$ cat config.mk
export PLATFORM = sky130hd
export DESIGN_NAME = saob_alert_builder
export DESIGN_NICKNAME = d
export VERILOG_FILES = /design/src/saob_pkg.sv /design/src/saob_alert_builder.sv
export SDC_FILE = /design/constraint.sdc
export NUM_CORES = 1
export LEC_CHECK = 0
export BUFFER_PORTS_ARGS = -buffer_cell sky130_fd_sc_hd__buf_4
export CORE_MARGIN = 2
export CORE_UTILIZATION = 35
export CTS_CLUSTER_DIAMETER = 80
export DETAILED_ROUTE_END_ITERATION = 12
export GPL_TIMING_DRIVEN = 0
export MAX_ROUTING_LAYER = met4
export PLACE_DENSITY = 0.58
export SYNTH_ARGS = -nofsm -noshare
export SYNTH_HDL_FRONTEND = slang
export SYNTH_SLANG_ARGS = --single-unit
$ cat constraint.sdc
create_clock -name clock -period 2.5 [get_ports clock]
set_clock_uncertainty 0.15 [all_clocks]
set_input_delay 0.125 -clock clock [delete_from_list [all_inputs] [get_ports clock]]
set_output_delay 0.125 -clock clock [all_outputs]
set_load 0.01 [all_outputs]
$ cat src/saob_pkg.sv
// Constants, layouts and carriers for the source alert object builder.
// Assumes one protocol clock; the message layer outside owns framing.
package saob_pkg;

  // Batteries per group, fixed and hot-swappable
  localparam int SAOB_NBATT = 4;

  // Field positions inside the 32-bit alert data object
  localparam int TYPE_LSB  = 24;
  localparam int FIXED_LSB = 20;
  localparam int HOT_LSB   = 16;

  // Bit positions inside the alert-type byte
  localparam int TB_BATT   = 1;
  localparam int TB_OVRCUR = 2;
  localparam int TB_OVRTMP = 3;
  localparam int TB_OPCOND = 4;
  localparam int TB_INPUT  = 5;

  // Bits 0, 7 and 6 of the type byte are always zero
  localparam logic [7:0] TYPE_MASK = 8'h3e;

  // Data-object count carried by every alert header
  localparam logic [2:0] OBJ_COUNT = 3'h1;

  // Charging status codes and the forced value when absent
  localparam logic [1:0] CHG_CHARGING = 2'h0;
  localparam logic [1:0] CHG_DISCHRG  = 2'h1;
  localparam logic [1:0] CHG_IDLE     = 2'h2;
  localparam logic [1:0] CHG_NONE     = 2'h0;

  // Thermal condition codes
  localparam logic [1:0] TH_NORMAL = 2'h0;
  localparam logic [1:0] TH_ORANGE = 2'h1;
  localparam logic [1:0] TH_RED    = 2'h2;

  // Register byte offsets
  localparam logic [4:0] REG_CTRL   = 5'h00;
  localparam logic [4:0] REG_STATUS = 5'h04;
  localparam logic [4:0] REG_OBJECT = 5'h08;
  localparam logic [4:0] REG_BATT   = 5'h0c;
  localparam logic [4:0] REG_COUNT  = 5'h10;

  // Control and status bit positions
  localparam int CTRL_EN    = 0;
  localparam int CTRL_FLUSH = 1;
  localparam int ST_FIX_LSB = 8;
  localparam int ST_HOT_LSB = 12;
  localparam int ST_OVP     = 16;
  localparam int ST_BUSY    = 17;
  localparam logic CTRL_EN_RST = 1'b1;

  // One battery as reported by the battery monitor
  typedef struct packed {
    logic       present;
    logic [1:0] chg;
  } saob_batt_t;

  // Message handed to the transmit layer
  typedef struct packed {
    logic [2:0]  obj_count;
    logic [31:0] object;
  } saob_msg_t;

  // Transmit sequencer states
  typedef enum logic [2:0] {
    ST_IDLE = 3'b001,
    ST_SEND = 3'b010,
    ST_WAIT = 3'b100
  } saob_state_t;

endpackage

$ cat src/saob_alert_builder.sv
// Source alert object builder: latches status events, frames one alert
// data object per message and clears what was reported once sent.
// Assumes the transmit layer pulses tx_sent once a handed-over message
// has been delivered, and that all inputs are synchronous to clock.
//
// How it works
// - Present battery shows its charging, discharging or idle code.
// - Absent battery has both charging-status bits forced to zero.
// - Any monitored status change except an over-voltage trip or a trip clearing launches an alert message.
// - Header carries object count one, followed by one alert object.
// - Type byte in bits 31..24; bits 1..5 flag the five events.
// - Type bits 0, 6 and 7 are always zero.
// - Bits 23..20 mark changed fixed batteries, bit 20 is battery 0.
// - Bits 19..16 mark changed hot-swap batteries, bit 16 is battery 0.
// - Each occurrence yields at most one alert, none if flushed, never a repeat.
// - Several pending type bits may share one alert.
// - Type field cleared after the message has been sent.
// - Fixed-battery mask cleared after the message has been sent.
// - Battery flag set on any charging, discharging, idle transition.
// - Hot-swap attach or detach also sets the battery flag.
// - Over-voltage trip sets its own flag; it has no object bit.
// - Over-current trip sets the over-current flag.
// - Over-temperature shutdown sets the over-temperature flag.
// - Entering or leaving orange or red sets operating-condition flag.
// - Any change of supply source sets the input-change flag.
//
// Our own choices: the placing of the registers and the Avalon-MM register port.
`timescale 1ns/1ps

module saob_alert_builder
  import saob_pkg::*;
(
  input  wire logic                         clock,
  input  wire logic                         sys_rst,
  // Avalon-MM slave
  input  wire logic [4:0]                   avs_address,
  input  wire logic                         avs_read,
  input  wire logic                         avs_write,
  input  wire logic [31:0]                  avs_writedata,
  input  wire logic [3:0]                   avs_byteenable,
  output logic      [31:0]                  avs_readdata,
  output logic                              avs_waitrequest,
  // Battery monitor
  input  wire saob_batt_t [SAOB_NBATT-1:0]  fix_batt,
  input  wire saob_batt_t [SAOB_NBATT-1:0]  hot_batt,
  output logic [2*SAOB_NBATT-1:0]           fix_chg_status,
  output logic [2*SAOB_NBATT-1:0]           hot_chg_status,
  // Protection and condition inputs
  input  wire logic                         overvoltage_trip,
  input  wire logic                         overcurrent_event,
  input  wire logic                         overtemp_shutdown,
  input  wire logic [1:0]                   thermal_state,
  input  wire logic [2:0]                   supply_source,
  // Transmit layer
  output logic                              tx_valid,
  output saob_msg_t                         tx_msg,
  input  wire logic                         tx_ready,
  input  wire logic                         tx_sent
);

  // Sequencer and message
  saob_state_t state_reg;
  saob_state_t state_next;
  saob_msg_t   msg_reg;
  logic [31:0] last_obj_reg;
  logic [15:0] sent_cnt_reg;

  // Pending latches
  logic [7:0]            pend_type_reg;
  logic [SAOB_NBATT-1:0] pend_fix_reg;
  logic [SAOB_NBATT-1:0] pend_hot_reg;
  logic                  ovp_flag_reg;

  // Previous input samples for change detection
  logic                  primed_reg;
  saob_batt_t [SAOB_NBATT-1:0] fix_prev_reg;
  saob_batt_t [SAOB_NBATT-1:0] hot_prev_reg;
  logic                  ovc_prev_reg;
  logic                  otp_prev_reg;
  logic                  ovp_prev_reg;
  logic [1:0]            therm_prev_reg;
  logic [2:0]            src_prev_reg;

  // Control and bus
  logic        enable_reg;
  logic        ack_reg;
  logic [31:0] rdata_reg;

  // Battery i owns bits 2i+1..2i of
  // each status word, as the inputs
  // Per-battery decode
  wire [SAOB_NBATT-1:0]   fix_chg_w;
  wire [SAOB_NBATT-1:0]   hot_chg_w;
  wire [2*SAOB_NBATT-1:0] fix_gate_w;
  wire [2*SAOB_NBATT-1:0] hot_gate_w;
  wire [SAOB_NBATT-1:0]   fix_pres_w;
  wire [SAOB_NBATT-1:0]   hot_pres_w;

  // Fixed: any code move, even absent
  // Hot-swap: attach, detach, or a code
  // move while present
  // Change detection and status gating per battery
  genvar gi;
  generate
    for (gi = 0; gi < SAOB_NBATT; gi++) begin : g_batt
      assign fix_chg_w[gi] = primed_reg &
        (fix_batt[gi].chg != fix_prev_reg[gi].chg);
      assign hot_chg_w[gi] = primed_reg &
        ((hot_batt[gi].present != hot_prev_reg[gi].present) |
         (hot_batt[gi].present &
          (hot_batt[gi].chg != hot_prev_reg[gi].chg)));
      assign fix_gate_w[2*gi +: 2] = fix_batt[gi].present ?
        fix_batt[gi].chg : CHG_NONE;
      assign hot_gate_w[2*gi +: 2] = hot_batt[gi].present ?
        hot_batt[gi].chg : CHG_NONE;
      assign fix_pres_w[gi] = fix_batt[gi].present;
      assign hot_pres_w[gi] = hot_batt[gi].present;
    end
  endgenerate

  // Event decode; nothing fires until the first samples are held
  wire ev_batt = (|fix_chg_w) | (|hot_chg_w);
  wire ev_ovc  = primed_reg & overcurrent_event & ~ovc_prev_reg;
  wire ev_otp  = primed_reg & overtemp_shutdown & ~otp_prev_reg;
  wire ev_ovp  = primed_reg & overvoltage_trip & ~ovp_prev_reg;
  wire ev_src  = primed_reg & (supply_source != src_prev_reg);

  // Trips are levels and only a rise
  // counts, so a held trip is one alert
  // Normal to the unused code 3 is not
  // a condition change
  // Orange or red on either side of a thermal move
  wire th_hot_now  = (thermal_state == TH_ORANGE) |
                     (thermal_state == TH_RED);
  wire th_hot_prev = (therm_prev_reg == TH_ORANGE) |
                     (therm_prev_reg == TH_RED);
  wire ev_opcond   = primed_reg & (thermal_state != therm_prev_reg) &
                     (th_hot_now | th_hot_prev);

  // Assemble the type bits of this cycle's events
  wire [7:0] ev_type_w = ((8'({ev_batt}) << TB_BATT) |
                          (8'({ev_ovc}) << TB_OVRCUR) |
                          (8'({ev_otp}) << TB_OVRTMP) |
                          (8'({ev_opcond}) << TB_OPCOND) |
                          (8'({ev_src}) << TB_INPUT)) &
                         TYPE_MASK;

  // Register map, byte offsets
  //   CTRL   bit 0 enable, reset one
  //          bit 1 flush, reads zero
  //   STATUS pending type and masks,
  //          over-voltage, busy
  //   OBJECT last delivered object
  //   BATT   gated status, presence
  //   COUNT  messages, wraps at 16 bits
  // Unmapped reads give zero
  // Writes to read-only words drop,
  // apart from the over-voltage clear
  // Bus decode; one wait state on every access
  wire bus_req  = avs_read | avs_write;
  wire bus_fire = bus_req & ack_reg;
  wire wr_fire  = avs_write & ack_reg;
  wire sel_ctrl = (avs_address == REG_CTRL);
  wire sel_stat = (avs_address == REG_STATUS);
  wire wr_ctrl  = wr_fire & sel_ctrl & avs_byteenable[0];
  wire flush_w  = wr_ctrl & avs_writedata[CTRL_FLUSH];
  wire ovp_clr  = wr_fire & sel_stat & avs_byteenable[2] &
                  avs_writedata[ST_OVP];

  // Launch when idle, enabled and something is pending
  wire st_idle   = (state_reg == ST_IDLE);
  wire capture_w = st_idle & enable_reg & (|pend_type_reg);
  wire sent_w    = (state_reg == ST_WAIT) & tx_sent;

  // Pending latches drop their content at launch or flush, so each occurrence
  // reaches at most one message; new events always win over the clear
  wire       pend_drop = capture_w | flush_w;
  wire [7:0] pend_type_next =
    ((pend_drop ? 8'h00 : pend_type_reg) | ev_type_w) &
    TYPE_MASK;
  wire [SAOB_NBATT-1:0] pend_fix_next =
    (pend_drop ? '0 : pend_fix_reg) | fix_chg_w;
  wire [SAOB_NBATT-1:0] pend_hot_next =
    (pend_drop ? '0 : pend_hot_reg) | hot_chg_w;

  // Snapshot comes from the latches, so
  // an event of the launch cycle itself
  // waits for the following alert
  // Object built from the pending snapshot; low half stays zero
  wire [31:0] obj_build =
    (32'(pend_type_reg & TYPE_MASK) << TYPE_LSB) |
    (32'(pend_fix_reg) << FIXED_LSB) |
    (32'(pend_hot_reg) << HOT_LSB);

  // No object bit exists for it, so it
  // is kept for software only
  // Sticky over-voltage flag, set wins over a software clear
  wire ovp_flag_next = ev_ovp | (ovp_flag_reg & ~ovp_clr);

  // Idle timing: an event sampled at
  // one edge is pending after it, the
  // launch is taken at the next edge
  // and the offer follows. The offer
  // holds until tx_ready, the message
  // until tx_sent, so the link may
  // read it at any time in between.
  // Stray tx_sent pulses are ignored.
  // Next state of the transmit sequencer
  always_comb begin
    state_next = state_reg;
    case (state_reg)
      ST_IDLE: begin
        if (capture_w) begin
          state_next = ST_SEND;
        end
      end
      ST_SEND: begin
        if (tx_ready) begin
          state_next = ST_WAIT;
        end
      end
      ST_WAIT: begin
        if (tx_sent) begin
          state_next = ST_IDLE;
        end
      end
      default: begin
        state_next = ST_IDLE;
      end
    endcase
  end

  // Sequencer state
  always_ff @(posedge clock) begin
    if (sys_rst) begin
      state_reg <= ST_IDLE;
    end else begin
      state_reg <= state_next;
    end
  end

  // Count field loads at each launch and stays;
  // delivery clears only the object
  // Message register; count field fixed, object cleared once sent
  always_ff @(posedge clock) begin
    if (sys_rst) begin
      msg_reg <= '0;
    end else if (capture_w) begin
      msg_reg.obj_count <= OBJ_COUNT;
      msg_reg.object    <= obj_build;
    end else if (sent_w) begin
      msg_reg.object <= '0;
    end
  end

  // Copy of the last delivered object and a delivery count
  always_ff @(posedge clock) begin
    if (sys_rst) begin
      last_obj_reg <= '0;
      sent_cnt_reg <= '0;
    end else if (sent_w) begin
      last_obj_reg <= msg_reg.object;
      sent_cnt_reg <= sent_cnt_reg + 16'h0001;
    end
  end

  // Pending latches and over-voltage flag
  always_ff @(posedge clock) begin
    if (sys_rst) begin
      pend_type_reg <= '0;
      pend_fix_reg  <= '0;
      pend_hot_reg  <= '0;
      ovp_flag_reg  <= 1'b0;
    end else begin
      pend_type_reg <= pend_type_next;
      pend_fix_reg  <= pend_fix_next;
      pend_hot_reg  <= pend_hot_next;
      ovp_flag_reg  <= ovp_flag_next;
    end
  end

  // Input history; reset cannot load ports, so the first clocked
  // cycle after release takes the samples and arms detection
  always_ff @(posedge clock) begin
    if (sys_rst) begin
      primed_reg <= 1'b0;
    end else begin
      primed_reg <= 1'b1;
    end
  end

  // No reset: reloaded every edge, and
  // primed_reg masks the first compare
  // Sampled copies used by the edge and change detectors
  always_ff @(posedge clock) begin
    fix_prev_reg   <= fix_batt;
    hot_prev_reg   <= hot_batt;
    ovc_prev_reg   <= overcurrent_event;
    otp_prev_reg   <= overtemp_shutdown;
    ovp_prev_reg   <= overvoltage_trip;
    therm_prev_reg <= thermal_state;
    src_prev_reg   <= supply_source;
  end

  // Registered charging status toward the battery report
  always_ff @(posedge clock) begin
    if (sys_rst) begin
      fix_chg_status <= '0;
      hot_chg_status <= '0;
    end else begin
      fix_chg_status <= fix_gate_w;
      hot_chg_status <= hot_gate_w;
    end
  end

  // Disabling lets software gather
  // events into one alert; a flush
  // drops what it does not want sent
  // Enable bit; while clear, events pile up and nothing is sent
  always_ff @(posedge clock) begin
    if (sys_rst) begin
      enable_reg <= CTRL_EN_RST;
    end else if (wr_ctrl) begin
      enable_reg <= avs_writedata[CTRL_EN];
    end
  end

  // Read data views
  wire [31:0] rd_ctrl = 32'({enable_reg}) << CTRL_EN;
  wire [31:0] rd_stat = 32'(pend_type_reg) |
                        (32'(pend_fix_reg) << ST_FIX_LSB) |
                        (32'(pend_hot_reg) << ST_HOT_LSB) |
                        (32'({ovp_flag_reg}) << ST_OVP) |
                        (32'({~st_idle}) << ST_BUSY);
  wire [31:0] rd_batt = {8'h00, hot_pres_w, fix_pres_w,
                         hot_chg_status, fix_chg_status};
  wire [31:0] rd_mux =
    (avs_address == REG_CTRL)   ? rd_ctrl :
    (avs_address == REG_STATUS) ? rd_stat :
    (avs_address == REG_OBJECT) ? last_obj_reg :
    (avs_address == REG_BATT)   ? rd_batt :
    (avs_address == REG_COUNT)  ? {16'h0000, sent_cnt_reg} :
    32'h0000_0000;

  // Two cycles per access, back to back
  // too; the slave never stalls longer
  // so no bus timeout is needed here
  // Bus acknowledge and read data; data is ready with the ack so it
  // stands at the edge where waitrequest is low
  always_ff @(posedge clock) begin
    if (sys_rst) begin
      ack_reg   <= 1'b0;
      rdata_reg <= '0;
    end else begin
      ack_reg <= bus_req & ~ack_reg;
      if (avs_read & ~ack_reg) begin
        rdata_reg <= rd_mux;
      end
    end
  end

  // tx_valid comes from the state and
  // drops the cycle after acceptance
  // Ports
  assign avs_waitrequest = bus_req & ~bus_fire;
  assign avs_readdata    = rdata_reg;
  assign tx_valid        = (state_reg == ST_SEND);
  assign tx_msg          = msg_reg;

endmodule

==> run summary <==
Die width: 128 µm
Final nets: 867
Detailed placement HPWL: 12,700 µm
Largest net degree at the start of global routing: 17
Synthesized area per cell: 8.98 µm²
Share of cells above drive strength 1: 22.5%
Drt drc: 0
Row cnt: 45
GRT Overall Usage: 21.8%
Primary FF master, synth: dfxtp_1
Post-route antenna net violation count: 0
Routed vias/inst: 5.21
Sw frac: 25.5%
Peak supply drop: 397 µV
Clock Latency Late Sink: 0.42 ns
Initial antenna violation count: 0
Most frequent cells in the layout: dfxtp_1, buf_4, nand2_1, a21oi_1, nand3_1
Max-Slew Margin vs Limit: 56.3%
Worst path top cell family by delay: buffers and inverters
Core area: 15,100 µm²
Total number of yosys warnings: 0
Area of the mapped netlist: 5410 µm²
Async S/R FF share, synth: 0%
Die Area: 16,500 µm²
Tmin final: 2.10 ns
Period utilisation layout: 83.9%
Cell with the largest stage delay on the worst path: dfxtp_1
Critical path type: flop to flop
Pwr dens: 749 nW/µm²
Final hold vios: 0
Sum of buffers and inverters on the critical path: 2
Max-slew violations: 0
Comb pwr share: 12.5%
Global-route wire length before repair: 26,200 µm
Setup violators final: 0
Final WL: 17,100 µm
H-tree depth: 4
Worst Path Arrival: 2.29 ns
Int Power: 0.00419 W
Pwr Total: 0.00562 W
Worst-path clk slew: 0.06 ns
Area Growth Syn to Fin: 38.9%
Buffers on Ports: 105
Commonest non-fill, non-tap cell in the layout: dfxtp_1
Vias: 5,145
Crit start category: flop
Leading post-synthesis cells by cell area: dfxtp_1, nand2_1, a21oi_1
Number of max-cap violations: 0
Cell variety after synth: 52
Clk pwr share: 45.4%
Worst path max stage delay: 0.43 ns
Synth top area share: 50.4%
GRT overflow: 0
Flop pwr share: 42.1%
Worst min path class: input pin to flop
Cell taking the most area after synthesis: dfxtp_1
Lkg Pwr: 3.02 nW
Peak Freq: 477 MHz
TNS Setup: 0 ns
RSZ-0062 raised after global routing: no
Sink Count: 136
Routed wire per std cell: 17.3 µm
Max Root-Sink Buffers: 2
Sequential area share after synthesis: 50.4%
Largest register FFs: 29
Worst-Margin Slew: 0.651 ns
CTS buffer count: 17
EDFF count, synth: 0
Routability Congestion: 0.849
Ports: 164
CP Cell Sequence: nor4bb_1 -> buf_2 -> buf_1 -> nand2_1 -> a21oi_1
Critical Path End Type: flop
Status: finished clean
Crit-path max FO: 10
Register bit total from synthesis: 136
Initial Utilization: 35.7%
Switch Pwr: 0.00144 W
First-pass DRT Iterations: 5
N_diodes: 0
Die Ht: 128 µm
CTS tree: done
First DRT Iteration DRCs: 504
Clock root buffer: clkbuf_16
CP required: 2.69 ns
Vias in the first global route: 4,855
Mapped Cells: 602
==> per-layer routing <==
layer | part of all wire [%] | global-route usage [%]
met1 | 43 | 27.1
met2 | 47 | 34.0
met3 | 6.3 | 4.26
met4 | 2.8 | 10.3
met5 | 0 | -
==> power by group through the flow <==
stage | Combinational, W | Clock (W) | Sequential [W]
4_1_cts | 0.000691 | 0.00259 | 0.00237
3_3_place_gp | 0.000632 | 0 | 0.00241
3_5_place_dp | 0.000639 | 0 | 0.00241
2_1_floorplan | 0.000369 | 0 | 0.00239
6_report | 0.000700 | 0.00255 | 0.00237
5_1_grt | 0.000754 | 0.00268 | 0.00238
==> cells by family (layout without fill, tap and decap cells) <==
| group | count (synthesis) | after routing | synth area share [%] |
|---|---|---|---|
| AOI/OAI and AO/OA | 122 | 122 | 14.8 |
| DFF | 136 | 136 | 50.4 |
| buffers and inverters | 68 | 243 | 6.78 |
| other | 1 | 24 | 0.0694 |
| adders and majority gates | 1 | 1 | 0.231 |
| and+or+nand+nor | 238 | 238 | 21.6 |
| xor gates and xnor gates | 29 | 29 | 4.70 |
| muxes | 7 | 7 | 1.46 |
==> cell usage after synthesis (10+ instances only) <==
cell type and number:
nand2_1 86, clkbuf_1 30, a32o_1 15, and3_1 19, dfxtp_1 136, nor2_1 36
o21ai_0 10, xor2_1 15, buf_4 26, a31oi_1 20, nand3_1 47, a21oi_1 49
xnor2_1 14
==> tightest hold or removal path, stage by stage <==
cell	delay, ns
buf_4	0.11
nand4_1	0.10
o21ai_0	0.09
a21oi_1	0.12
==> timing repair <==
action	in CTS	in global routing
gates resized for setup	0	0
endpoints found under the setup margin	0	0
hold buffers	38	0
buffers inserted	0	0
endpoints found under the hold margin	54	0
==> final cells by class <==
class / instances / area, µm²
plain buffers: 64 / 352
fillers: 1407 / 7640
inverters: 4 / 15.0
multi-input cells: 421 / 2400
well taps: 188 / 235
flip-flops and latches: 136 / 2720
repair buffers: 143 / 1170
clock inverters: 10 / 118
clock buffers: 22 / 494
==> path summary, 6_finish.rpt <==
check                      to               from  slack, ns  cells past startpoint
max          last_obj_reg[28]       state_reg[2]       0.40                      5
min              ovp_flag_reg  avs_writedata[16]       0.02                      4
max reg2reg  last_obj_reg[28]       state_reg[2]       0.40                      5
min reg2reg  last_obj_reg[29]   last_obj_reg[29]       0.30                      2
==> metrics by stage <==
stage	worst slack (ns)	hold slack, ns	cells	area [µm²]	utilization, %
finish	0.402	0.0212	988	7510	49.6
global route	0.233	0.0106	988	7510	49.6
CTS	0.427	0.00787	988	7510	49.6
detailed placement	0.319	0.0892	918	6520	43.0
global placement	0.354	0.0914	918	6520	43.0
floorplan	0.733	0.00272	625	5490	-
Power figures use the tool's default switching activity.
